`config.mk`:
```
export PLATFORM = sky130hd
export DESIGN_NAME = sps_top
export DESIGN_NICKNAME = d
export VERILOG_FILES = /design/src/include/sps_pkg.sv /design/src/verilog/sps_rate_gen.sv /design/src/verilog/sps_shift8.sv /design/src/verilog/sps_top.sv
export VERILOG_INCLUDE_DIRS = /design/src /design/src/include
export SDC_FILE = /design/constraint.sdc
export NUM_CORES = 1
export LEC_CHECK = 0
export ABC_AREA = 1
export BUFFER_PORTS_ARGS = -buffer_cell sky130_fd_sc_hd__buf_2
export CAP_MARGIN = 15
export CORE_MARGIN = 10
export CORE_UTILIZATION = 48
export DETAILED_ROUTE_END_ITERATION = 10
export PLACE_DENSITY_LB_ADDON = 0.3
export SLEW_MARGIN = 25
export SYNTH_ARGS = -nofsm -noshare
export SYNTH_HDL_FRONTEND = slang
export SYNTH_SLANG_ARGS = --single-unit
export TNS_END_PERCENT = 1
```
`constraint.sdc`:
```
create_clock -name sys_clk -period 1.95 [get_ports sys_clk]
set_clock_uncertainty 0.1 [all_clocks]
set_input_delay 0.2925 -clock sys_clk [delete_from_list [all_inputs] [get_ports sys_clk]]
set_output_delay 0.2925 -clock sys_clk [all_outputs]
set_load 0.005 [all_outputs]
```
`src/include/sps_params.svh`:
```
// Purpose: Offsets, field positions, reset values and counts of the serial port
// Assumes: Included by its bare name
// Notes:   Byte address of a register is four times its index
`ifndef SPS_PARAMS_SVH
`define SPS_PARAMS_SVH

// ============================================================
// Register indices
`define SPS_IDX_DATA     10'h021
`define SPS_IDX_CTRL     10'h022
`define SPS_IDX_CSR      10'h023
`define SPS_IDX_MASK     10'h024

// ============================================================
// Control fields
`define SPS_CTRL_IRQEN   7
`define SPS_CTRL_EN      6
`define SPS_CTRL_R2      5
`define SPS_CTRL_MASTER_SELECT    4
`define SPS_CTRL_CPOL    3
`define SPS_CTRL_CPHA    2
`define SPS_CTRL_R1      1
`define SPS_CTRL_R0      0

// ============================================================
// Control/status fields
`define SPS_CSR_DONE     7
`define SPS_CSR_WRITE_COLLISION_FLAG     6
`define SPS_CSR_OVR      5
`define SPS_CSR_MODE_FAULT_FLAG     4
`define SPS_CSR_SOD      2
`define SPS_CSR_SSM      1
`define SPS_CSR_SSI      0
`define SPS_CSR_FLAGS    8'hf0
`define SPS_CSR_WBITS    8'h07

// ============================================================
// Reset values and counts
`define SPS_DATA_RST     8'h00
`define SPS_CTRL_RST     8'h00
`define SPS_CSR_RST      8'h00
`define SPS_MASK_RST     8'h00
`define SPS_LAST_EDGE    4'hf
`define SPS_RATE_MAX     3'h5

`endif

```
`src/include/sps_pkg.sv`:
```
// Purpose: Types shared by the serial port design
// Assumes: Nothing
// Notes:   Constants live in sps_params.svh
package sps_pkg;

    // ============================================================
    // Sequencer states
    typedef enum logic [1:0] {
        SPS_IDLE = 2'b00,
        SPS_MRUN = 2'b01,
        SPS_SRUN = 2'b10
    } sps_state_t;

    typedef logic [7:0] sps_byte_t;

endpackage

```
`src/verilog/sps_rate_gen.sv`:
```
// Purpose: Half-bit tick for master serial clock
// Assumes: rate above the top code behaves as the top code
// Notes:   Half period is 2 << rate cycles
`timescale 1ns/10ps
`include "sps_params.svh"
module sps_rate_gen #(
    parameter int CNT_W = 7
) (
    input  wire logic       sys_clk,
    input  wire logic       rst,
    input  wire logic       run,
    input  wire logic [2:0] rate,
    output logic            tick
);

    // ============================================================
    // Divider
    logic [CNT_W-1:0] cnt_r;
    logic [CNT_W-1:0] term;
    logic [2:0]       rate_eff;

    always_comb begin
        rate_eff = (rate > `SPS_RATE_MAX) ? `SPS_RATE_MAX : rate;
        term     = CNT_W'((CNT_W'(2) << rate_eff) - CNT_W'(1));
        tick     = run && (cnt_r == term);
    end

    always_ff @(posedge sys_clk or posedge rst) begin
        if (rst) begin
            cnt_r <= '0;
        end else if (!run || tick) begin
            cnt_r <= '0;
        end else begin
            cnt_r <= cnt_r + CNT_W'(1);
        end
    end

endmodule

```
`src/verilog/sps_shift8.sv`:
```
// Purpose: Byte shift register, msb first
// Assumes: load has priority over shift
// Notes:   Same register serves transmit and receive
`timescale 1ns/10ps
module sps_shift8 #(
    parameter int W = 8
) (
    input  wire logic         sys_clk,
    input  wire logic         rst,
    input  wire logic         load,
    input  wire logic [W-1:0] load_val,
    input  wire logic         shift,
    input  wire logic         shift_in,
    output logic [W-1:0]      q
);

    // ============================================================
    // Shifter
    always_ff @(posedge sys_clk or posedge rst) begin
        if (rst) begin
            q <= '0;
        end else if (load) begin
            q <= load_val;
        end else if (shift) begin
            q <= {q[W-2:0], shift_in};
        end
    end

endmodule

```
`src/verilog/sps_top.sv`:
```
// Purpose: Synchronous serial port, master or slave, behind an APB slave
// Assumes: Pins synchronous to sys_clk; one clock domain
// Notes:   Slave clock is oversampled, so it must stay slow against sys_clk
//
// Summary of operation
// - Full duplex on three lines; simplex on two with slave output disabled.
// - Works as master or slave; a second master pulling select low raises mode fault.
// - Master offers six clock rates from sys_clk, fastest one quarter.
// - Software programs serial clock idle polarity and sampling phase.
// - Phase 1 samples on second edge of a bit, phase 0 on first.
// - Flags for end of transfer, write collision, mode fault and overrun.
// - Master drives serial clock; slaves only receive it.
// - Software select frees the pin; internal select follows the level bit.
// - Slave phase 0 write without select going high raises write collision.
// - Data register is eight bits, msb at bit 7.
// - Control register fields; all bits reset to zero.
// - Control/status register fields; all bits reset to zero.
`timescale 1ns/10ps
`include "sps_params.svh"
module sps_top
    import sps_pkg::*;
#(
    parameter int AW    = 12,
    parameter int CNT_W = 7
) (
    input  wire logic          sys_clk,
    input  wire logic          rst,
    input  wire logic          psel,
    input  wire logic          penable,
    input  wire logic          pwrite,
    input  wire logic [AW-1:0] paddr,
    input  wire logic [31:0]   pwdata,
    output logic [31:0]        prdata,
    output logic               pready,
    output logic               pslverr,
    output logic               irq,
    input  wire logic          sck_in,
    output logic               sck_out,
    output logic               sck_oe,
    input  wire logic          mosi_in,
    output logic               mosi_out,
    output logic               mosi_oe,
    input  wire logic          miso_in,
    output logic               miso_out,
    output logic               miso_oe,
    input  wire logic          ss_n_in
);

    // ============================================================
    // Declarations
    sps_state_t state_r;
    sps_byte_t  ctrl_r;
    sps_byte_t  csr_r;
    sps_byte_t  mask_r;
    sps_byte_t  rx_buf_r;
    sps_byte_t  sh_q;
    sps_byte_t  rx_byte;
    sps_byte_t  rd_val;
    sps_byte_t  flag_set;
    sps_byte_t  flag_clr;
    logic [31:0] prdata_r;
    logic        pslverr_r;
    logic [3:0]  edge_cnt_r;
    logic        sck_r;
    logic        sck_prev_r;
    logic        in_bit_r;
    logic        ss_high_seen_r;

    logic        setup_ph;
    logic        access_ph;
    logic        hit_data;
    logic        hit_ctrl;
    logic        hit_csr;
    logic        hit_mask;
    logic        wr_data;
    logic        wr_ctrl;
    logic        wr_csr;
    logic        wr_mask;

    logic        enabled;
    logic        is_master;
    logic        cpol;
    logic        cpha;
    logic [2:0]  rate;
    logic        ss_int;
    logic        slave_sel;
    logic        master_run;
    logic        tick;
    logic        edge_ev;
    logic        sample_edge;
    logic        drive_edge;
    logic        last_edge;
    logic        in_pin;
    logic        shift_en;
    logic        shift_in;
    logic        busy;
    logic        write_collision_flag_ev;
    logic        mode_fault_flag_ev;
    logic        ovr_ev;
    logic        load_en;
    logic        start_master;

    // ============================================================
    // APB decode
    always_comb begin
        setup_ph  = psel && !penable;
        access_ph = psel && penable;
        hit_data  = (paddr == AW'({`SPS_IDX_DATA, 2'b00}));
        hit_ctrl  = (paddr == AW'({`SPS_IDX_CTRL, 2'b00}));
        hit_csr   = (paddr == AW'({`SPS_IDX_CSR, 2'b00}));
        hit_mask  = (paddr == AW'({`SPS_IDX_MASK, 2'b00}));
        wr_data   = access_ph && pwrite && hit_data;
        wr_ctrl   = access_ph && pwrite && hit_ctrl;
        wr_csr    = access_ph && pwrite && hit_csr;
        wr_mask   = access_ph && pwrite && hit_mask;
        pready    = access_ph;
        pslverr   = access_ph && pslverr_r;
        prdata    = prdata_r;
    end

    // Read data is caught in the setup cycle so prdata comes from a flop
    always_comb begin
        rd_val = 8'h00;
        if (hit_data) begin
            rd_val = rx_buf_r;
        end else if (hit_ctrl) begin
            rd_val = ctrl_r;
        end else if (hit_csr) begin
            rd_val = csr_r & (`SPS_CSR_FLAGS | `SPS_CSR_WBITS);
        end else if (hit_mask) begin
            rd_val = mask_r & `SPS_CSR_FLAGS;
        end
    end

    always_ff @(posedge sys_clk or posedge rst) begin
        if (rst) begin
            prdata_r  <= 32'h0000_0000;
            pslverr_r <= 1'b0;
        end else if (setup_ph) begin
            prdata_r  <= {24'h00_0000, rd_val};
            pslverr_r <= !(hit_data || hit_ctrl || hit_csr || hit_mask);
        end
    end

    // ============================================================
    // Mode and select
    always_comb begin
        enabled   = ctrl_r[`SPS_CTRL_EN];
        is_master = ctrl_r[`SPS_CTRL_MASTER_SELECT];
        cpol      = ctrl_r[`SPS_CTRL_CPOL];
        cpha      = ctrl_r[`SPS_CTRL_CPHA];
        rate      = {ctrl_r[`SPS_CTRL_R2], ctrl_r[`SPS_CTRL_R1], ctrl_r[`SPS_CTRL_R0]};
        ss_int    = csr_r[`SPS_CSR_SSM] ? csr_r[`SPS_CSR_SSI] : ss_n_in;
        slave_sel = enabled && !is_master && !ss_int;
        master_run = (state_r == SPS_MRUN);
        // Select low while master means a second master on the bus
        mode_fault_flag_ev   = enabled && is_master && !ss_int;
    end

    // ============================================================
    // Clock edges
    sps_rate_gen #(
        .CNT_W (CNT_W)
    ) u_rate (
        .sys_clk (sys_clk),
        .rst     (rst),
        .run     (master_run),
        .rate    (rate),
        .tick    (tick)
    );

    // Slave clock is seen by comparing samples, hence the speed limit
    always_comb begin
        if (master_run) begin
            edge_ev = tick;
        end else begin
            edge_ev = slave_sel && (sck_in != sck_prev_r);
        end
        sample_edge = edge_ev && (edge_cnt_r[0] == cpha);
        drive_edge  = edge_ev && (edge_cnt_r[0] != cpha);
        last_edge   = edge_ev && (edge_cnt_r == `SPS_LAST_EDGE);
        in_pin      = is_master ? miso_in : mosi_in;
        // Phase 1 last bit bypasses in_bit_r, so the input pin is taken straight on that sampling edge
        shift_in    = (last_edge && cpha) ? in_pin : in_bit_r;
        shift_en    = drive_edge && (edge_cnt_r != 4'h0);
        rx_byte     = {sh_q[6:0], shift_in};
    end

    always_ff @(posedge sys_clk or posedge rst) begin
        if (rst) begin
            sck_prev_r <= 1'b0;
        end else begin
            sck_prev_r <= sck_in;
        end
    end

    always_ff @(posedge sys_clk or posedge rst) begin
        if (rst) begin
            in_bit_r <= 1'b0;
        end else if (sample_edge) begin
            in_bit_r <= in_pin;
        end
    end

    // Slave count restarts whenever select goes high
    always_ff @(posedge sys_clk or posedge rst) begin
        if (rst) begin
            edge_cnt_r <= 4'h0;
        end else if (mode_fault_flag_ev || !(master_run || slave_sel)) begin
            edge_cnt_r <= 4'h0;
        end else if (edge_ev) begin
            edge_cnt_r <= edge_cnt_r + 4'h1;
        end
    end

    always_ff @(posedge sys_clk or posedge rst) begin
        if (rst) begin
            sck_r <= 1'b0;
        end else if (!master_run) begin
            sck_r <= cpol;
        end else if (tick) begin
            sck_r <= !sck_r;
        end
    end

    // ============================================================
    // Sequencer
    always_comb begin
        busy = master_run || (state_r == SPS_SRUN) ||
               (!is_master && !cpha && !ss_int && !ss_high_seen_r);
        write_collision_flag_ev      = wr_data && enabled && busy;
        load_en      = wr_data && !write_collision_flag_ev;
        start_master = load_en && enabled && is_master && ss_int && (state_r == SPS_IDLE);
    end

    always_ff @(posedge sys_clk or posedge rst) begin
        if (rst) begin
            ss_high_seen_r <= 1'b0;
        end else if (ss_int) begin
            ss_high_seen_r <= 1'b1;
        end else if (last_edge) begin
            ss_high_seen_r <= 1'b0;
        end
    end

    always_ff @(posedge sys_clk or posedge rst) begin
        if (rst) begin
            state_r <= SPS_IDLE;
        end else begin
            case (state_r)
                SPS_IDLE: begin
                    if (start_master) begin
                        state_r <= SPS_MRUN;
                    end else if (edge_ev && !last_edge && !is_master) begin
                        state_r <= SPS_SRUN;
                    end
                end
                SPS_MRUN: begin
                    if (mode_fault_flag_ev || last_edge || !enabled) begin
                        state_r <= SPS_IDLE;
                    end
                end
                SPS_SRUN: begin
                    if (last_edge || !slave_sel) begin
                        state_r <= SPS_IDLE;
                    end
                end
                default: begin
                    state_r <= SPS_IDLE;
                end
            endcase
        end
    end

    sps_shift8 #(
        .W (8)
    ) u_shift (
        .sys_clk  (sys_clk),
        .rst      (rst),
        .load     (load_en),
        .load_val (pwdata[7:0]),
        .shift    (shift_en),
        .shift_in (shift_in),
        .q        (sh_q)
    );

    // ============================================================
    // Registers
    // Unread byte is kept; a new one arriving over it only raises overrun
    always_comb begin
        ovr_ev   = last_edge && csr_r[`SPS_CSR_DONE];
        flag_set = {last_edge, write_collision_flag_ev, ovr_ev, mode_fault_flag_ev, 4'h0};
        flag_clr = wr_csr ? (pwdata[7:0] & `SPS_CSR_FLAGS) : 8'h00;
    end

    always_ff @(posedge sys_clk or posedge rst) begin
        if (rst) begin
            rx_buf_r <= `SPS_DATA_RST;
        end else if (last_edge && !ovr_ev) begin
            rx_buf_r <= rx_byte;
        end
    end

    // Mode fault drops the port back to a disabled slave
    always_ff @(posedge sys_clk or posedge rst) begin
        if (rst) begin
            ctrl_r <= `SPS_CTRL_RST;
        end else if (mode_fault_flag_ev) begin
            ctrl_r[`SPS_CTRL_EN]   <= 1'b0;
            ctrl_r[`SPS_CTRL_MASTER_SELECT] <= 1'b0;
        end else if (wr_ctrl) begin
            ctrl_r <= pwdata[7:0];
        end
    end

    // Set wins over a write-one clear in the same cycle
    always_ff @(posedge sys_clk or posedge rst) begin
        if (rst) begin
            csr_r <= `SPS_CSR_RST;
        end else begin
            csr_r[7:4] <= ((csr_r[7:4] & ~flag_clr[7:4]) | flag_set[7:4]);
            csr_r[3]   <= 1'b0;
            if (wr_csr) begin
                csr_r[2:0] <= pwdata[2:0];
            end
        end
    end

    always_ff @(posedge sys_clk or posedge rst) begin
        if (rst) begin
            mask_r <= `SPS_MASK_RST;
        end else if (wr_mask) begin
            mask_r <= pwdata[7:0] & `SPS_CSR_FLAGS;
        end
    end

    // ============================================================
    // Pins and interrupt
    always_comb begin
        sck_out  = sck_r;
        sck_oe   = enabled && is_master;
        mosi_out = sh_q[7];
        mosi_oe  = enabled && is_master;
        miso_out = sh_q[7];
        // Output disable turns the slave into a two-line receiver
        miso_oe  = slave_sel && !csr_r[`SPS_CSR_SOD];
        irq      = ctrl_r[`SPS_CTRL_IRQEN] && ((csr_r & mask_r & `SPS_CSR_FLAGS) != 8'h00);
    end

endmodule

```
# --- After elaboration in Yosys (flattened, before gate mapping) ---
# Cells that the tools add are included.
totals:
  ff_bits: 61
  in_bits: 53
  output_inout_bits: 41
  word_cells: 138
classes:
  add_sub_neg: 3
  n_lt_le_gt_ge: 1
  eq_ne: 15
  shifts: 1
  muxes: 27
  bitwise_logic: 5
  n_reduce_logical: 70
op_table:
  columns: ["cell", "count"]
  rows:
  - ["$mux W8", 7]
  - ["$eq A12 B8 Y1 const B", 4]
  - ["$logic_and A1 B1 Y1", 35]
  - ["$logic_not A1 Y1", 15]
  - ["$mux W7", 2]
  - ["$logic_or A1 B1 Y1", 11]
  - ["$mux W1", 10]
  - ["$and A8 B8 Y8", 1]
  - ["$mux W2", 4]
  - ["$mux W4", 2]
  - ["$reduce_bool A2 Y1", 4]
  - ["$reduce_bool A8 Y1", 1]
  - ["$add A7 B1 Y7 const B", 1]
  - ["$eq A7 B7 Y1", 1]
  - ["$shl A2 B3 Y7 const A", 1]
  - ["$sub A7 B2 Y7 const B", 1]
  - ["$ne A2 B1 Y1 const B", 3]
  - ["$pmux W2 S3", 1]
  - ["$add A4 B1 Y4 const B", 1]
  - ["$and A4 B4 Y4", 1]
  - ["$eq A4 B4 Y1 const B", 1]
  - ["$not A4 Y4", 1]
  - ["$or A4 B4 Y4", 1]
  - ["$reduce_bool A4 Y1", 1]
  - ["11 further kinds", 12]

# --- Logic depth before layout (Yosys ltp) ---
depth:
  word_depth: 14
  depth_mapped: 17
  ltp_nobuf: 16

# --- By module ---
# A second synthesis with hierarchy kept.
unflattened:
  cells_unflattened: 481
  area_unflattened_um2: 3613.5
by_module_without_submodules:
  columns: ["mod", "n_inst", "cells_per_inst", "area_per_inst_um2", "seq_area_each_um2"]
  rows:
  - ["sps_top", 1, 369, 2751.4, 1151.1]
  - ["sps_rate_gen", 1, 67, 484.2, 175.2]
  - ["sps_shift8", 1, 45, 377.9, 200.2]

# --- Worst setup path after synthesis ---
# No wires, ideal clock.
synth_timing:
  path_type: "register to register"
  start: "register ctrl_r[5]"
  end: "register rx_buf_r[7]"
  setup_time_ps: 118
  arrival_time_ps: 1858
  required_time_ps: 1732
  path_slack_ps: -125
  path_stages_with_launch: 17
  path_buffers: 1
  synth_period_minus_slack_ps: 2075
  path_cell_list: "dfrtp_1 inv_2 nand3_2 ha_1 nand2_1 nand3_1 nor2_1 nand2_1 inv_1 nand2_2 nand2_4 nand3_4 nor2_4 inv_2 buf_6 nand2_1 o21ai_2"
synth_via:
  elab_chain_cells: 11
synth_lines:
  columns: ["element", "line_no", "text"]
  rows:
  - ["from (decl)", "sps_top.sv:52", "sps_byte_t ctrl_r;"]
  - ["from (signal assigned)", "sps_top.sv:307", "ctrl_r <= `SPS_CTRL_RST;"]
  - ["from (signal assigned)", "sps_top.sv:312", "ctrl_r <= pwdata[7:0];"]
  - ["$gt A3 B3 Y1 (no line)", null, null]
  - ["$mux W3 *", "sps_rate_gen.sv:23", "rate_eff = (rate > `SPS_RATE_MAX) ? `SPS_RATE_MAX : rate;"]
  - ["$shl A2 B3 Y7 *", "sps_rate_gen.sv:24", "term = CNT_W'((CNT_W'(2) << rate_eff) - CNT_W'(1));"]
  - ["$sub A7 B2 Y7 *", "sps_rate_gen.sv:24", null]
  - ["$eq A7 B7 Y1 *", "sps_rate_gen.sv:25", "tick = run && (cnt_r == term);"]
  - ["$logic_and A1 B1 Y1 *", "sps_rate_gen.sv:25", null]
  - ["$mux W1 *", "sps_top.sv:174", "if (master_run) begin"]
  - ["$logic_and A1 B1 Y1 *", "sps_top.sv:181", "last_edge = edge_ev && (edge_cnt_r == `SPS_LAST_EDGE);"]
  - ["$logic_and A1 B1 Y1", "sps_top.sv:291", "ovr_ev = last_edge && csr_r[`SPS_CSR_DONE];"]
  - ["$logic_not A1 Y1", "sps_top.sv:299", "end else if (last_edge && !ovr_ev) begin"]
  - ["$logic_and A1 B1 Y1 *", "sps_top.sv:299", null]
  - ["to (signal assigned)", "sps_top.sv:298", "rx_buf_r <= `SPS_DATA_RST;"]
  - ["to (signal assigned)", "sps_top.sv:300", "rx_buf_r <= rx_byte;"]
  - ["to (decl)", "sps_top.sv:55", "sps_byte_t rx_buf_r;"]
# Every way passes the cells marked *; elsewhere a longest branch is shown, timed or not.
# A chain may end at the register's enable or synchronous reset.

# --- Worst setup path in the final report ---
layout_timing:
  start: "register ctrl_r[5]"
  end: "register rx_buf_r[5]"
# Same word-level chain as after synthesis.

==> impl_metrics.csv <==
group,metric,value,unit
detailed_routing,vias,3090,
layout,fin_nets,599,
detailed_routing,remaining_drc_errors,0,
timing,final_hold_viol_count,0,
detailed_routing,drt_pass1_iterations,4,
yosys,seq_area_frac_synth,43.4,%
power,p_leak,2.26,nW
global_route,grt_start_max_net_pins,62,
clock_network,clkSinkCount,61,
layout,drive_gt1_share,25.0,%
place,gp_congestion,0.863,
place,dpl.hpwl,6680,um
timing,rsz0062_at_grt,"true",
clock_network,cts_root_buf,"clkbuf_8",
floorplan,num_rows,31,
power,powerDensity,627,nW/um2
timing,fmax,477,MHz
clock_network,cts.clk_slew.worst_paths,0.07,ns
clock_network,cts.path.max_buffers,2,
timing,setup_viol,24,
yosys,synthArstFlopShare,100,%
detailed_routing,wl_per_cell,13.3,um
floorplan,die_w,106,um
clock_network,clock_latency,0.35,ns
run,maxCapViolations,0,
power,max-vdd-ir-drop,0.000417,V
layout,seq_area,1530,um2
yosys,syn_area_per_cell,7.67,um2
setup_path,crit_arrival,2.24,ns
clock_network,cts_tree,"done",
detailed_routing,drtIter0Drc,157,
detailed_routing,vias_per_cell,4.81,
clock_network,cts_buffers,9,
timing,drv_slew,0,
run_status,status,"finished, violations left",
yosys,synth_flop_cell,"dfrtp_1",
run_status,violations,"setup timing",
layout,area_growth,23.9,%
global_route,grt_usage,15.7,%
layout,fill_cells,650,
place,io_buffers,45,
timing,fin_ws,-0.147,ns
global_route,antenna_found_initial,0,
global_route,grt.overflow.total,0,
timing,min_period,2.10,ns
layout,diodes,0,
floorplan,dieArea,11200,um2
place,dpl_cell_area,3980,um2
floorplan,die_y,106,um
yosys,yosysWarnings,0,
yosys,synth_area,3520,um2
setup_path,worstSetupPathType,"flop to flop",
setup_path,endpoint_kind,"flop",
floorplan,core,7180,um2
yosys,synthDistinctLibCells,42,
yosys,synth_edf_count,0,
layout,stdcell_area,4360,um2
min_path,worstHoldPathType,"input pin to flop",
yosys,yosys_register_bits,61,
clock_network,cts_max_level,3,
timing,period_share,108,%
power,power,2.73,mW
floorplan,ioPinCount,94,
yosys,synthCells,459,
setup_path,start_kind,"flop",
detailed_routing,routed_wl,8550,um
detailed_routing,ant_nets,0,
floorplan,initial_core_util,49.0,%
global_route,grt_pass1_vias,3078,
layout,layout.cells.non_filler,643,
global_route,grt_pass1_wl,14400,um
setup_path,critical_path_required,2.09,ns
setup_path,cp_max_fo,12,
layout,multi_input_area,1700,um2
timing,hold_ws,0.116,ns
place,dp_cells,622,
-- where the power goes --
group	total (mW)	switching (mW)	leakage, nW	internal, mW
clock	1.31	0.548	0.113	0.763
sequential	1.28	0.00533	0.786	1.27
combinational	0.144	0.0929	1.36	0.0507
total	2.73	0.646	2.26	2.09
-- critical path: stages, from the launching register on --
cell	delay, ns
dfrtp_1	0.39
inv_2	0.11
nand3_2	0.11
ha_4	0.28
inv_2	0.02
nand2_1	0.04
nand3_1	0.06
nor2_1	0.10
nand2_1	0.07
inv_2	0.06
nand2_4	0.06
nand2_8	0.10
nand3_4	0.10
nor2_4	0.18
inv_6	0.09
nand2_1	0.08
o21ai_2	0.05
-- timing repair --
item                                    4_1_cts  5_1_grt
pin swaps                                     2       11
hold endpoints to repair                     62        0
hold buffers                                  2        0
endpoints found under the setup margin       26       34
setup buffers                                 1        2
resized for setup                             8       28
-- synth_stat cells (6+ instances only) --
cell type  instances  area (um2)
nand2_1          120         450
nor3_1             9        45.0
inv_1             69         259
nor2_1            35         131
ha_1               7        87.6
o21ai_0           40         200
dfrtp_1           61        1530
nand4_1            8        50.1
buf_4             27         203
o211ai_1           6        45.0
nand3_1           20         100
a21oi_1            9        45.0
-- layer usage --
layer	routed length [um]	track usage (%)	vias to the layer above	part of all wire [%]
li1	-	-	1579	-
met2	3950	24.7	82	46
met3	647	4.69	11	7.6
met1	3840	19.5	1418	45
met5	0	0	-	0
met4	113	6.96	0	1.3
-- cell usage in the layout (no fill, tap or decap), types with 3 or more instances in the layout --
cell	synthesis	routed
o211ai_1	6	6
ha_1	7	6
nand2_2	5	7
nand4_1	8	8
o21ai_1	1	8
o21ai_0	40	31
o21ai_2	5	7
nand2_1	120	116
a21oi_1	9	8
nor2_1	35	34
buf_4	27	25
inv_1	69	64
nand3_4	1	3
conb_1	1	24
dfrtp_1	61	61
buf_2	1	45
nand3_1	20	18
nor3_1	9	7
clkbuf_8	0	10
inv_2	5	9
-- layout make-up --
cell class	instances	share of cell area, %
clock buffers	10	3.16
clock inverters	6	2.15
inverters	74	6.48
multi-input cells	317	39.0
flip-flops and latches	61	35.0
well taps	99	2.84
repair buffers	76	11.4
-- registers in the layout (all words and copies together) (netlist names) --
name	count
ctrl_r	8
prdata	8
rx_buf_r	8
u_shift.q	8
csr_r	7
u_rate.cnt_r	7
edge_cnt_r	4
mask_r	4
state_r	2
in_bit_r	1
pslverr_r	1
sck_out	1
sck_prev_r	1
ss_high_seen_r	1
-- worst paths after layout --
| check | startpoint | to | slack (ns) | cells after the start |
|---|---|---|---|---|
| max | ctrl_r[5] | rx_buf_r[5] | -0.15 | 16 |
| min | pwdata[5] | u_shift.q[5] | 0.12 | 3 |
| max reg2reg | ctrl_r[5] | rx_buf_r[5] | -0.15 | 16 |
| min reg2reg | ss_high_seen_r | ss_high_seen_r | 0.38 | 2 |
| max in group asynchronous | rst | u_rate.cnt_r[5] | 1.03 | 4 |
| min in group asynchronous | rst | edge_cnt_r[3] | 0.42 | 4 |
-- stage by stage --
stage | util, % | setup slack (ns) | TNS, ns
after floorplan | - | -0.115 | -0.755
after detailed placement | 55.4 | -0.185 | -2.92
final | 60.8 | -0.147 | -2.06
after global routing | 60.8 | -0.304 | -6.02
after CTS | 59.4 | -0.120 | -2.14
after global placement | 55.4 | -0.143 | -2.02
-- logic make-up (layout without fill, tap and decap cells) --
| group | Yosys count | count (layout) | share of synthesized area, % |
|---|---|---|---|
| xor+xnor | 4 | 4 | 0.996 |
| mux | 1 | 1 | 0.285 |
| other cells | 1 | 24 | 0.107 |
| simple gates | 206 | 206 | 25.5 |
| flops | 61 | 61 | 43.4 |
| buf+inv | 104 | 166 | 14.2 |
| compound gates | 75 | 75 | 13.0 |
| fa+ha+maj | 7 | 7 | 2.49 |
No activity file was read; power rests on OpenSTA's default activity.
